<file path="src/inc/mbw_params.svh">
// constants for the multi-write and identification telegram handler
// Functional notes
// - function 0x0F writes consecutive bits, count one ok
// - coil request field order, byte count, data, crc
// - coil reply echoes address and count, no data
// - coil data bit 0 is first bit
// - master zeroes unused bits of last byte
// - function 0x10 writes consecutive registers, count one ok
// - register request field order, values high then low
// - register reply echoes start and count plus crc
// - two bytes per address and count field, high byte first
// - function 0x2B with MEI 0x0E returns identification
// - reply fields then code, length, characters per object
// - basic category only: objects 00, 01, 02
// - revision object formatted as V digit point digits
// - reading code 01 sequence, 04 single object
// - conformity 0x51, more-follows and next-object zero
// - register is 16 bits, two bytes high first
`ifndef MBW_PARAMS_SVH
`define MBW_PARAMS_SVH
`define MBW_FN_COILS   8'h0F
`define MBW_FN_REGS    8'h10
`define MBW_FN_IDENT   8'h2B
`define MBW_MEI_DEVID  8'h0E
`define MBW_RD_BASIC   8'h01
`define MBW_RD_SINGLE  8'h04
`define MBW_CONFORM    8'h51
`define MBW_ZERO_BYTE  8'h00
`define MBW_OBJ_LAST   8'h02
`define MBW_CRC_INIT   16'hFFFF
`define MBW_CRC_POLY   16'hA001
`define MBW_FRAME_MAX  7'h40
`define MBW_WR_HDR     6'h06
`define MBW_ID_HDR     6'h08
`define MBW_REQ_OVH    7'h09
`define MBW_ID_REQ_LEN 7'h07
`define MBW_MAX_COILS  6'h20
`define MBW_MAX_REGS   3'h4
`endif

</file>
<file path="src/inc/mbw_pkg.sv">
// shared types and checksum step for the telegram handler
`include "mbw_params.svh"
package mbw_pkg;
   typedef logic [7:0]  mbw_byte_t;
   typedef logic [15:0] mbw_word_t;

   // one byte step of the reflected modbus checksum
   function automatic mbw_word_t mbw_crc_step(input mbw_word_t crc, input mbw_byte_t b);
      mbw_word_t c;
      c = crc ^ {8'h00, b};
      for (int i = 0; i < 8; i++) begin
         c = c[0] ? ((c >> 1) ^ `MBW_CRC_POLY) : (c >> 1);
      end
      return c;
   endfunction
endpackage

</file>
<file path="src/inc/mbw_link_if.sv">
// byte stream link between bus master and slave
`timescale 1ns/1ps
`default_nettype none
interface mbw_link_if;
   logic [7:0] m2s_data;
   logic       m2s_valid;
   logic       m2s_last;
   logic [7:0] s2m_data;
   logic       s2m_valid;
   logic       s2m_last;
   modport slave  (input m2s_data, m2s_valid, m2s_last, output s2m_data, s2m_valid, s2m_last);
   modport master (output m2s_data, m2s_valid, m2s_last, input s2m_data, s2m_valid, s2m_last);
endinterface
`default_nettype wire

</file>
<file path="src/core/mbw_slave.sv">
// slave end: receives requests, performs writes, returns replies
`timescale 1ns/1ps
`default_nettype none
`include "mbw_params.svh"
module mbw_slave
   import mbw_pkg::*;
#(
   // identification strings, values arbitrary
   parameter logic [8*4-1:0] VENDOR_STR  = "ACME",
   parameter logic [8*8-1:0] PRODUCT_STR = "PROD 10A",
   parameter logic [8*5-1:0] REVISION_STR = "V1.00"
) (
   // clock and reset
   input  wire logic        clk,
   input  wire logic        reset,
   // own station address
   input  wire logic [7:0]  own_addr,
   // link
   mbw_link_if.slave        link,
   // coil write strobe
   output logic             coil_wr,
   output logic [15:0]      coil_addr,
   output logic             coil_val,
   // register write strobe
   output logic             reg_wr,
   output logic [15:0]      reg_addr,
   output logic [15:0]      reg_data
);
   //////////////////////////////
   // identification table: code, length, characters per object
   localparam int ROM_N = 23;
   localparam logic [8*ROM_N-1:0] ID_ROM = {8'h00, 8'h04, VENDOR_STR,
                                           8'h01, 8'h08, PRODUCT_STR,
                                           8'h02, 8'h05, REVISION_STR};

   function automatic mbw_byte_t rom_byte(input logic [4:0] i);
      return ID_ROM[8*(ROM_N-1-int'(i)) +: 8];
   endfunction

   // start offset of an object in the table
   function automatic logic [4:0] obj_off(input logic [1:0] o);
      unique case (o)
         2'h0:    return 5'h00;
         2'h1:    return 5'h06;
         2'h2:    return 5'h10;
         default: return 5'h17;
      endcase
   endfunction

   //////////////////////////////
   typedef enum {S_RX, S_CHECK, S_EXEC, S_TX} mbw_sstate_t;
   mbw_sstate_t state;

   mbw_byte_t  frame [64];
   logic [6:0] rx_len;
   logic       rx_ovf;
   mbw_word_t  rx_crc;
   mbw_word_t  tx_crc;
   logic [15:0] wr_idx;
   logic [5:0] tx_idx;
   logic [5:0] body_len;
   logic [1:0] tx_tail;
   logic [4:0] id_lo;
   logic [4:0] id_hi;
   logic [7:0] id_cnt;

   wire mbw_word_t start_w = {frame[2], frame[3]};
   wire mbw_word_t count_w = {frame[4], frame[5]};
   wire logic      id_single = (frame[3] == `MBW_RD_SINGLE);

   //////////////////////////////
   // request acceptance checks
   logic addr_ok, crc_ok, coil_ok, reg_ok, id_ok;
   always_comb begin
      addr_ok = !rx_ovf && (frame[0] == own_addr);
      crc_ok  = (rx_crc == 16'h0000);
      coil_ok = (frame[1] == `MBW_FN_COILS) && (rx_len == `MBW_REQ_OVH + {1'b0, frame[6]})
                && ({8'h00, frame[6]} == ((count_w + 16'h0007) >> 3));
      reg_ok  = (frame[1] == `MBW_FN_REGS) && (rx_len == `MBW_REQ_OVH + {1'b0, frame[6]})
                && ({8'h00, frame[6]} == {count_w[14:0], 1'b0});
      id_ok   = (frame[1] == `MBW_FN_IDENT) && (rx_len == `MBW_ID_REQ_LEN)
                && (frame[2] == `MBW_MEI_DEVID) && (frame[4] <= `MBW_OBJ_LAST)
                && (frame[3] == `MBW_RD_BASIC || id_single);
   end

   //////////////////////////////
   // reply byte at a body position
   function automatic mbw_byte_t body_byte(input logic [5:0] i);
      if (frame[1] != `MBW_FN_IDENT) begin
         return frame[i];
      end
      unique case (i)
         6'h00, 6'h01, 6'h02, 6'h03: return frame[i];
         6'h04:   return `MBW_CONFORM;
         6'h05:   return `MBW_ZERO_BYTE;
         6'h06:   return `MBW_ZERO_BYTE;
         6'h07:   return id_cnt;
         default: return rom_byte(5'(id_lo + 5'(i - `MBW_ID_HDR)));
      endcase
   endfunction

   //////////////////////////////
   // sequencer
   always_ff @(posedge clk) begin
      if (reset) begin
         state    <= S_RX;
         rx_len   <= 7'h00;
         rx_ovf   <= 1'b0;
         rx_crc   <= `MBW_CRC_INIT;
      end else begin
         unique case (state)
            S_RX: begin
               if (link.m2s_valid) begin
                  // overlong frame: dropped at check
                  if (rx_len == `MBW_FRAME_MAX) begin
                     rx_ovf <= 1'b1;
                  end else begin
                     rx_len <= rx_len + 7'h01;
                  end
                  rx_crc <= mbw_crc_step(rx_crc, link.m2s_data);
                  if (link.m2s_last) begin
                     state <= S_CHECK;
                  end
               end
            end
            S_CHECK: begin
               wr_idx <= 16'h0000;
               tx_idx <= 6'h00;
               tx_tail <= 2'h0;
               tx_crc <= `MBW_CRC_INIT;
               id_lo  <= obj_off(frame[4][1:0]);
               id_hi  <= id_single ? obj_off(2'(frame[4][1:0] + 2'h1)) : obj_off(2'h3);
               id_cnt <= id_single ? 8'h01 : 8'h03 - frame[4];
               body_len <= (frame[1] == `MBW_FN_IDENT) ? `MBW_ID_HDR : `MBW_WR_HDR;
               if (addr_ok && crc_ok && (coil_ok || reg_ok)) begin
                  state <= S_EXEC;
               end else if (addr_ok && crc_ok && id_ok) begin
                  state <= S_TX;
               end else begin
                  state <= S_RX;
               end
               rx_len <= 7'h00;
               rx_ovf <= 1'b0;
               rx_crc <= `MBW_CRC_INIT;
            end
            S_EXEC: begin
               if (wr_idx == count_w) begin
                  state <= S_TX;
               end else begin
                  wr_idx <= wr_idx + 16'h0001;
               end
            end
            S_TX: begin
               // length known before the header ends, so no byte is skipped
               if (frame[1] == `MBW_FN_IDENT && tx_idx == 6'h00) begin
                  body_len <= 6'(`MBW_ID_HDR + 6'(id_hi - id_lo));
               end
               if (tx_idx < body_len) begin
                  tx_crc <= mbw_crc_step(tx_crc, body_byte(tx_idx));
                  tx_idx <= tx_idx + 6'h01;
               end else if (tx_tail == 2'h0) begin
                  tx_tail <= 2'h1;
               end else begin
                  state <= S_RX;
               end
            end
         endcase
      end
   end

   //////////////////////////////
   // write strobes toward the parameter store
   always_ff @(posedge clk) begin
      if (reset) begin
         coil_wr   <= 1'b0;
         coil_addr <= 16'h0000;
         coil_val  <= 1'b0;
         reg_wr    <= 1'b0;
         reg_addr  <= 16'h0000;
         reg_data  <= 16'h0000;
      end else begin
         coil_wr <= 1'b0;
         reg_wr  <= 1'b0;
         if (state == S_EXEC && wr_idx != count_w) begin
            if (frame[1] == `MBW_FN_COILS) begin
               coil_wr   <= 1'b1;
               coil_addr <= start_w + wr_idx;
               coil_val  <= frame[6'(7 + int'(wr_idx[15:3]))][wr_idx[2:0]];
            end else begin
               reg_wr   <= 1'b1;
               reg_addr <= start_w + wr_idx;
               reg_data <= {frame[6'(7 + 2*int'(wr_idx))],
                            frame[6'(8 + 2*int'(wr_idx))]};
            end
         end
      end
   end

   //////////////////////////////
   // capture of incoming bytes; overflow bytes are not stored
   always_ff @(posedge clk) begin
      if (state == S_RX && link.m2s_valid && rx_len != `MBW_FRAME_MAX) begin
         frame[rx_len[5:0]] <= link.m2s_data;
      end
   end

   //////////////////////////////
   // reply output; checksum goes low byte first
   always_ff @(posedge clk) begin
      if (reset) begin
         link.s2m_valid <= 1'b0;
         link.s2m_data  <= 8'h00;
         link.s2m_last  <= 1'b0;
      end else begin
         link.s2m_valid <= 1'b0;
         link.s2m_last  <= 1'b0;
         if (state == S_TX) begin
            link.s2m_valid <= 1'b1;
            if (tx_idx < body_len) begin
               link.s2m_data <= body_byte(tx_idx);
            end else if (tx_tail == 2'h0) begin
               link.s2m_data <= tx_crc[7:0];
            end else begin
               link.s2m_data <= tx_crc[15:8];
               link.s2m_last <= 1'b1;
            end
         end
      end
   end
endmodule
`default_nettype wire

</file>
<file path="src/flat_wrapper.sv">
// flat-port wrapper written by rule: the top's interface ports become plain ports
module mbw_slave_flat import mbw_pkg::*;
#(
                                              
   parameter logic [8*4-1:0] VENDOR_STR  = "    ",
   parameter logic [8*8-1:0] PRODUCT_STR = "        ",
   parameter logic [8*5-1:0] REVISION_STR = "     "
)
  (clk, reset, own_addr, coil_wr, coil_addr, coil_val, reg_wr, reg_addr, reg_data, link_m2s_data, link_m2s_valid, link_m2s_last, link_s2m_data, link_s2m_valid, link_s2m_last);
  mbw_link_if link_i ();
  input  wire logic clk;
  input  wire logic reset;
  input  wire logic [7:0] own_addr;
  output logic coil_wr;
  output logic [15:0] coil_addr;
  output logic coil_val;
  output logic reg_wr;
  output logic [15:0] reg_addr;
  output logic [15:0] reg_data;
  input wire logic [$bits(link_i.m2s_data)-1:0] link_m2s_data;
  input wire logic [$bits(link_i.m2s_valid)-1:0] link_m2s_valid;
  input wire logic [$bits(link_i.m2s_last)-1:0] link_m2s_last;
  output wire logic [$bits(link_i.s2m_data)-1:0] link_s2m_data;
  output wire logic [$bits(link_i.s2m_valid)-1:0] link_s2m_valid;
  output wire logic [$bits(link_i.s2m_last)-1:0] link_s2m_last;
  assign link_i.m2s_data = link_m2s_data;
  assign link_i.m2s_valid = link_m2s_valid;
  assign link_i.m2s_last = link_m2s_last;
  assign link_s2m_data = link_i.s2m_data;
  assign link_s2m_valid = link_i.s2m_valid;
  assign link_s2m_last = link_i.s2m_last;
  mbw_slave #(.VENDOR_STR(VENDOR_STR), .PRODUCT_STR(PRODUCT_STR), .REVISION_STR(REVISION_STR)) u_core (.clk(clk), .reset(reset), .own_addr(own_addr), .link(link_i), .coil_wr(coil_wr), .coil_addr(coil_addr), .coil_val(coil_val), .reg_wr(reg_wr), .reg_addr(reg_addr), .reg_data(reg_data));
endmodule
</file>
<file path="config.mk">
export PLATFORM = sky130hd
export DESIGN_NAME = mbw_slave_flat
export DESIGN_NICKNAME = d
export VERILOG_FILES = /design/src/inc/mbw_pkg.sv /design/src/inc/mbw_link_if.sv /design/src/core/mbw_slave.sv /design/src/flat_wrapper.sv
export VERILOG_INCLUDE_DIRS = /design/src /design/src/inc
export SDC_FILE = /design/constraint.sdc
export NUM_CORES = 1
export LEC_CHECK = 0
export BUFFER_PORTS_ARGS = -buffer_cell sky130_fd_sc_hd__buf_2
export CAP_MARGIN = 20
export CELL_PAD_IN_SITES_DETAIL_PLACEMENT = 0
export CELL_PAD_IN_SITES_GLOBAL_PLACEMENT = 1
export CORE_MARGIN = 4
export CORE_UTILIZATION = 40
export DETAILED_ROUTE_END_ITERATION = 16
export PLACE_DENSITY_LB_ADDON = 0.1
export SETUP_SLACK_MARGIN = 0.05
export SLEW_MARGIN = 0
export SYNTH_ARGS = -nofsm -noshare
export SYNTH_HDL_FRONTEND = slang
export SYNTH_SLANG_ARGS = --single-unit
</file>
<file path="constraint.sdc">
create_clock -name clk -period 15.3 [get_ports clk]
set_input_delay 1.53 -clock clk [delete_from_list [all_inputs] [get_ports clk]]
set_output_delay 1.53 -clock clk [all_outputs]
set_load 0.005 [all_outputs]
</file>
# After elaboration in Yosys (flattened, before gate mapping)
# Memory sizes are Yosys's and may differ from the RTL's. A register that Yosys moved wholly into a read port is not among the register bits.
# Cells that the tools add are included.
dict set report totals {
  regBits 165
  ramBits 512
  in_bits 20
  out_inout_bits 61
  elab_cells 220
  n_memories 1
}
# memory words width read_ports rd_clocked_by_memory_dff wr line_no
set memory_table {}
lappend memory_table {u_core.frame 64 8 11 3 1 mbw_slave.sv:54} ;# mbw_byte_t frame [64];
dict set report classes {
  add_sub_neg 16
  n_lt_le_gt_ge 3
  eq_ne 43
  shift 1
  muxes 70
  bitwise 22
  reduce_logical 44
}
# cell n
set ops {}
lappend ops {{2-to-1 mux 16 bit} 19}
lappend ops {{2-to-1 mux 32 bit} 6}
lappend ops {{indexed part select 184 x 32 -> 8 bit (first input constant)} 1}
lappend ops {{one-hot mux 32 bit (4 select lines)} 1}
lappend ops {{one-hot mux 16 bit (2 select lines)} 3}
lappend ops {{equality test 32 x 2 -> 1 bit (second input constant)} 2}
lappend ops {{equality test 32 x 3 -> 1 bit (second input constant)} 2}
lappend ops {{zero test 32 bit} 2}
lappend ops {{2-to-1 mux 8 bit} 8}
lappend ops {{inverter 2 -> 3 bit} 16}
lappend ops {{equality test 32 x 1 -> 1 bit (second input constant)} 1}
lappend ops {{one-hot mux 8 bit (4 select lines)} 1}
lappend ops {{bitwise XOR 16 x 8 -> 16 bit} 2}
lappend ops {{one-hot mux 5 bit (3 select lines)} 2}
lappend ops {{equality test 6 x 3 -> 1 bit (second input constant)} 4}
lappend ops {{one-hot mux 6 bit (2 select lines)} 2}
lappend ops {{2-to-1 mux 6 bit} 3}
lappend ops {{adder 16 x 1 -> 16 bit (second input constant)} 1}
lappend ops {{adder 16 bit} 1}
lappend ops {{adder 16 x 3 -> 16 bit (second input constant)} 1}
lappend ops {{equality test 16 bit} 1}
lappend ops {{equality test 8 x 16 -> 1 bit} 1}
lappend ops {{equality test 8 x 4 -> 1 bit (second input constant)} 2}
lappend ops {{logical AND 1 bit} 16}
lappend ops {{other kinds (54)} 101}

# Depth between registers and ports, before layout
# An unclocked memory read counts as a cell.
dict set report logic_depth {
  word_depth 29
  depth_mapped 20
}

# Worst setup path before layout
# Ideal clock, no wire load.
dict set report synth_path {
  path_kind {register -> register}
  start {register u_core.wr_idx[3]}
  end {register u_core.coil_val}
  arrival_ns 4.814
  setup_slack_ns 10.354
  stages_incl_launch_ff 20
  n_path_buf 9
  synth_period_minus_slack_ns 4.946
  path_cell_list {edfxtp_1 buf_2 buf_4 buf_2 buf_2 buf_4 inv_1 ha_1 clkbuf_1 clkbuf_1 clkbuf_1 clkbuf_1 mux4_2 mux2_2 o211ai_1 o21ai_0 o211ai_1 nand3_1 a311oi_1 nor3_1}
}
dict set report synth_via {
  elab_chain_cells 4
  word_cells_on_any_way 7
  cone_classes {add/sub (1); eq/ne (1); mux (2); reduce/logical (2); memory (1)}
}
# element line_no
set synth_lines {}
lappend synth_lines {{from (decl)} mbw_slave.sv:59} ;# logic [15:0] wr_idx;
lappend synth_lines {{from (signal assigned)} mbw_slave.sv:150} ;# wr_idx <= wr_idx + 16'h0001;
lappend synth_lines {{adder 3 x 6 -> 6 bit} mbw_slave.sv:188} ;# coil_val <= frame[6'(7 + int'(wr_idx[15:3]))][wr_idx[2:0]];
lappend synth_lines {{memory (64 x 8 bit)} --}
lappend synth_lines {{binary-select mux 1 bit (select 3 bit)} mbw_slave.sv:188}
lappend synth_lines {{2-to-1 mux 1 bit (implied by the code)} mbw_slave.sv:188}
lappend synth_lines {{to (signal assigned)} mbw_slave.sv:188}
lappend synth_lines {{to (decl)} mbw_slave.sv:23} ;# output logic coil_val,
# Parallel ways exist; a longest one is shown, timed or not. The select of a mux whose other input is x is not followed.
# A chain may end at the register's enable or synchronous reset.

==> run summary <==
Status: completed
Hold slack: 0.467 ns
Multi-input gate area: 17600 um^2
GR Layer Usage met3: 0.0842
Max incr delay on CP: 0.80 ns
Initial Utilization: 0.403
Vias/cell: 6.71
DRT Pass-1 Iters: 6
Violation count after the first detailed-route iteration: 3982
Final hold vios: 0
DRC errors left: 0
Slowest-stage cell, CP: dfxtp_4
Critical path fanouts, max: 48
Critical path's top delay family: buffers and inverters
Async set-reset flop share out of synthesis: 0
Share of cells above drive strength 1: 0.245
TritonCTS Sinks: 664
Antenna violations before repair: 12
Setup TNS: 0 ns
Syn nets: 2759
FP Rows: 112
DRT antenna net count: 0
Tightest Hold Check Type: register to register
Crit. End Element: register
CP Data Required Time: 15.68 ns
Clk Latency, worst-skew pair: 0.65 ns
Slew Viols, Final: 0
Relative slew slack: 0.189
Tot Pwr: 4.32 mW
Area grow syn2layout: 11.8%
Core area: 93300 um^2
Prevailing post-synth register cell: edfxtp_1
Top cell type by total area after synthesis: edfxtp_1
CP Launch Type: register
Final cell count without fillers: 4041
Deepest clock path buffer count: 3
CP Class: register to register
Via count: 27100
All-Layer GR Usage: 0.310
Placed cell count: 3897
CTS tree: done
Post-synth EDFFs: 571
Hold-fix buffers, CTS: 0
Tmin final: 5.98 ns
Total of max-cap violations: 0
Root buffer cell: clkbuf_16
Dpl hpwl: 106 mm
Seq/Total Area, Yosys: 0.505
Critical path arrival: 6.36 ns
Post-synth top area share: 0.455
Die Width: 315 um
Busiest layer in global routing: met2
Worst vdd ir: 0.0793 mV
Routed length per placed instance: 38.3 um
Largest net degree at the start of global routing: 96
Port buffer count: 80
Finished Core Util: 0.451
FILL cells: 8325
Synth top cells by count: edfxtp_1, mux4_2, nor2_1
Clock transition at path regs: 0.06 ns
Fin crit share: 0.391
Register area: 19000 um^2
Syn Std Cell Area: 37600 um^2
Die Y-Extent: 315 um
CTS buffer count: 77
CP bufs+invs: 2
Fin Clk Skew: 0.0222 ns
Leakage: 14.0 nW
Num ports: 81
Cell Chain, Critical Path: buf_4 -> buf_4 -> nor2b_1 -> a22oi_1 -> a21oi_1 -> nor2_1 -> o21ai_0 -> a21oi_1 -> xor3_1 -> xnor3_2 -> xor2_1 -> xor2_1 -> nand2_1
Grt met1 use: 0.440
RSZ-0062 raised after global routing: no
Power density cells: 103 nW/um^2
Fin nets: 2798
Ranking of synthesized cells by area: edfxtp_1, mux4_2, dfxtp_1
GP Congestion: 0.966
Post-synthesis register bit count: 664
GRT overflow: 0
Post-cts sizing count: 0
# setup viols final: 0
H-tree Lvls: 3
Die ar.: 99100 um^2
First-pass GRT wire length: 213 mm
Syn. warnings: 0
Grt met2 use: 0.450
Vias in the first global route: 25500
Post-Syn Area per Cell: 14.0 um^2
Top-count cell post-synth: edfxtp_1
Cells after Synth: 2687
Post-synth cell types: 82
Postcts setup bufs: 0
Slew @ Worst Pin: 1.21 ns
Max Clock Freq: 167 MHz
Post-Route WL: 155 mm
## state kept, by name, indices dropped and copies added, names as in the netlist, 3 cells and up, named ones only
name	count
u_core.tx_crc	16
u_core.body_len	6
u_core.tx_idx	6
u_core.reg_data	16
u_core.id_cnt	8
u_core.reg_addr	16
u_core.frame	512
u_core.id_lo	3
u_core.rx_len	7
u_core.id_hi	3
u_core.rx_crc	16
u_core.link.s2m_data	8
u_core.coil_addr	16
u_core.wr_idx	16
## cell usage in the layout, fill, tap and decap left out, types with 11 or more instances in the layout
cell type,synthesis,routed
a211oi_1,74,74
a21oi_1,111,111
a22oi_1,24,24
a311oi_1,11,11
a31oi_1,14,14
and3_1,15,15
buf_2,27,81
buf_4,16,77
clkbuf_1,132,15
clkbuf_16,0,79
clkinv_1,2,11
clkinv_2,0,15
dfxtp_1,93,89
edfxtp_1,571,571
ha_1,48,46
inv_1,47,47
mux2_2,12,12
mux2i_1,179,179
mux4_2,345,345
nand2_1,154,154
nand3_1,39,39
nand4_1,23,23
nor2_1,242,235
nor2b_1,46,46
nor3_1,22,22
nor4_1,18,18
o211ai_1,40,40
o21ai_0,45,45
or2_2,12,12
xnor2_1,73,67
xor2_1,66,65
## power breakdown
| group | switching, mW | internal (mW) | leakage, nW |
|---|---|---|---|
| clock network | 0.770 | 1.13 | 1.24 |
| registers | 0.0309 | 1.98 | 5.84 |
| logic | 0.260 | 0.151 | 6.90 |
## final timing paths
path	start	to	slack, ns	cells after the start
setup / recovery	register	u_core.tx_crc[0]	9.32	13
hold / removal	u_core.link.s2m_data[0]	u_core.link.s2m_data[0]	0.47	2
setup reg to reg	register	u_core.tx_crc[0]	9.32	13
hold reg to reg	u_core.link.s2m_data[0]	u_core.link.s2m_data[0]	0.47	2
## layout make-up
type	count	area share
Sequential cell	664	0.452
Multi-Input combinational cell	1765	0.419
Clock buffer	98	0.0496
Tap cell	1254	0.0373
Timing Repair Buffer	168	0.0273
Clock inverter	39	0.0106
Inverter	50	0.00446
Antenna cell	3	0.000178
## metal layers
layer	vias to the layer above	routed length, um
met5	-	35
li1	10800	-
met1	14100	62700
met2	1908	66500
met4	6	7390
met3	295	18100
## worst reg2reg max path, cell delays in order (launching register included)
cell     delay (ns)
dfxtp_4        0.80
buf_4          0.70
buf_4          0.87
nor2b_1        0.77
a22oi_1        0.20
a21oi_1        0.27
nor2_1         0.10
o21ai_0        0.52
a21oi_1        0.25
xor3_1         0.48
xnor3_2        0.28
xor2_1         0.25
xor2_1         0.17
nand2_1        0.07
## cell families (layout without fill, tap and decap cells)
group                    after synthesis  after routing  share of synthesized area
adder cells (fa/ha/maj)               52             52                     0.0181
multiplexers                         542            542                      0.262
AND/OR/NAND/NOR                      621            621                     0.0764
buffers and inverters                258            355                     0.0303
AO/OA/AOI/OAI                        405            405                     0.0729
other                                  0              3                          0
flip-flops                           664            664                      0.505
XOR/XNOR                             145            145                     0.0357
## per-stage QoR
stage / area (um^2) / setup slack [ns]
after floorplan: 37600 / 10.35
after global placement: 39500 / 9.43
after detailed placement: 39500 / 9.39
after CTS: 42000 / 9.37
after global routing: 42100 / 9.07
final: 42100 / 9.32
Power figures use the tool's default switching activity.
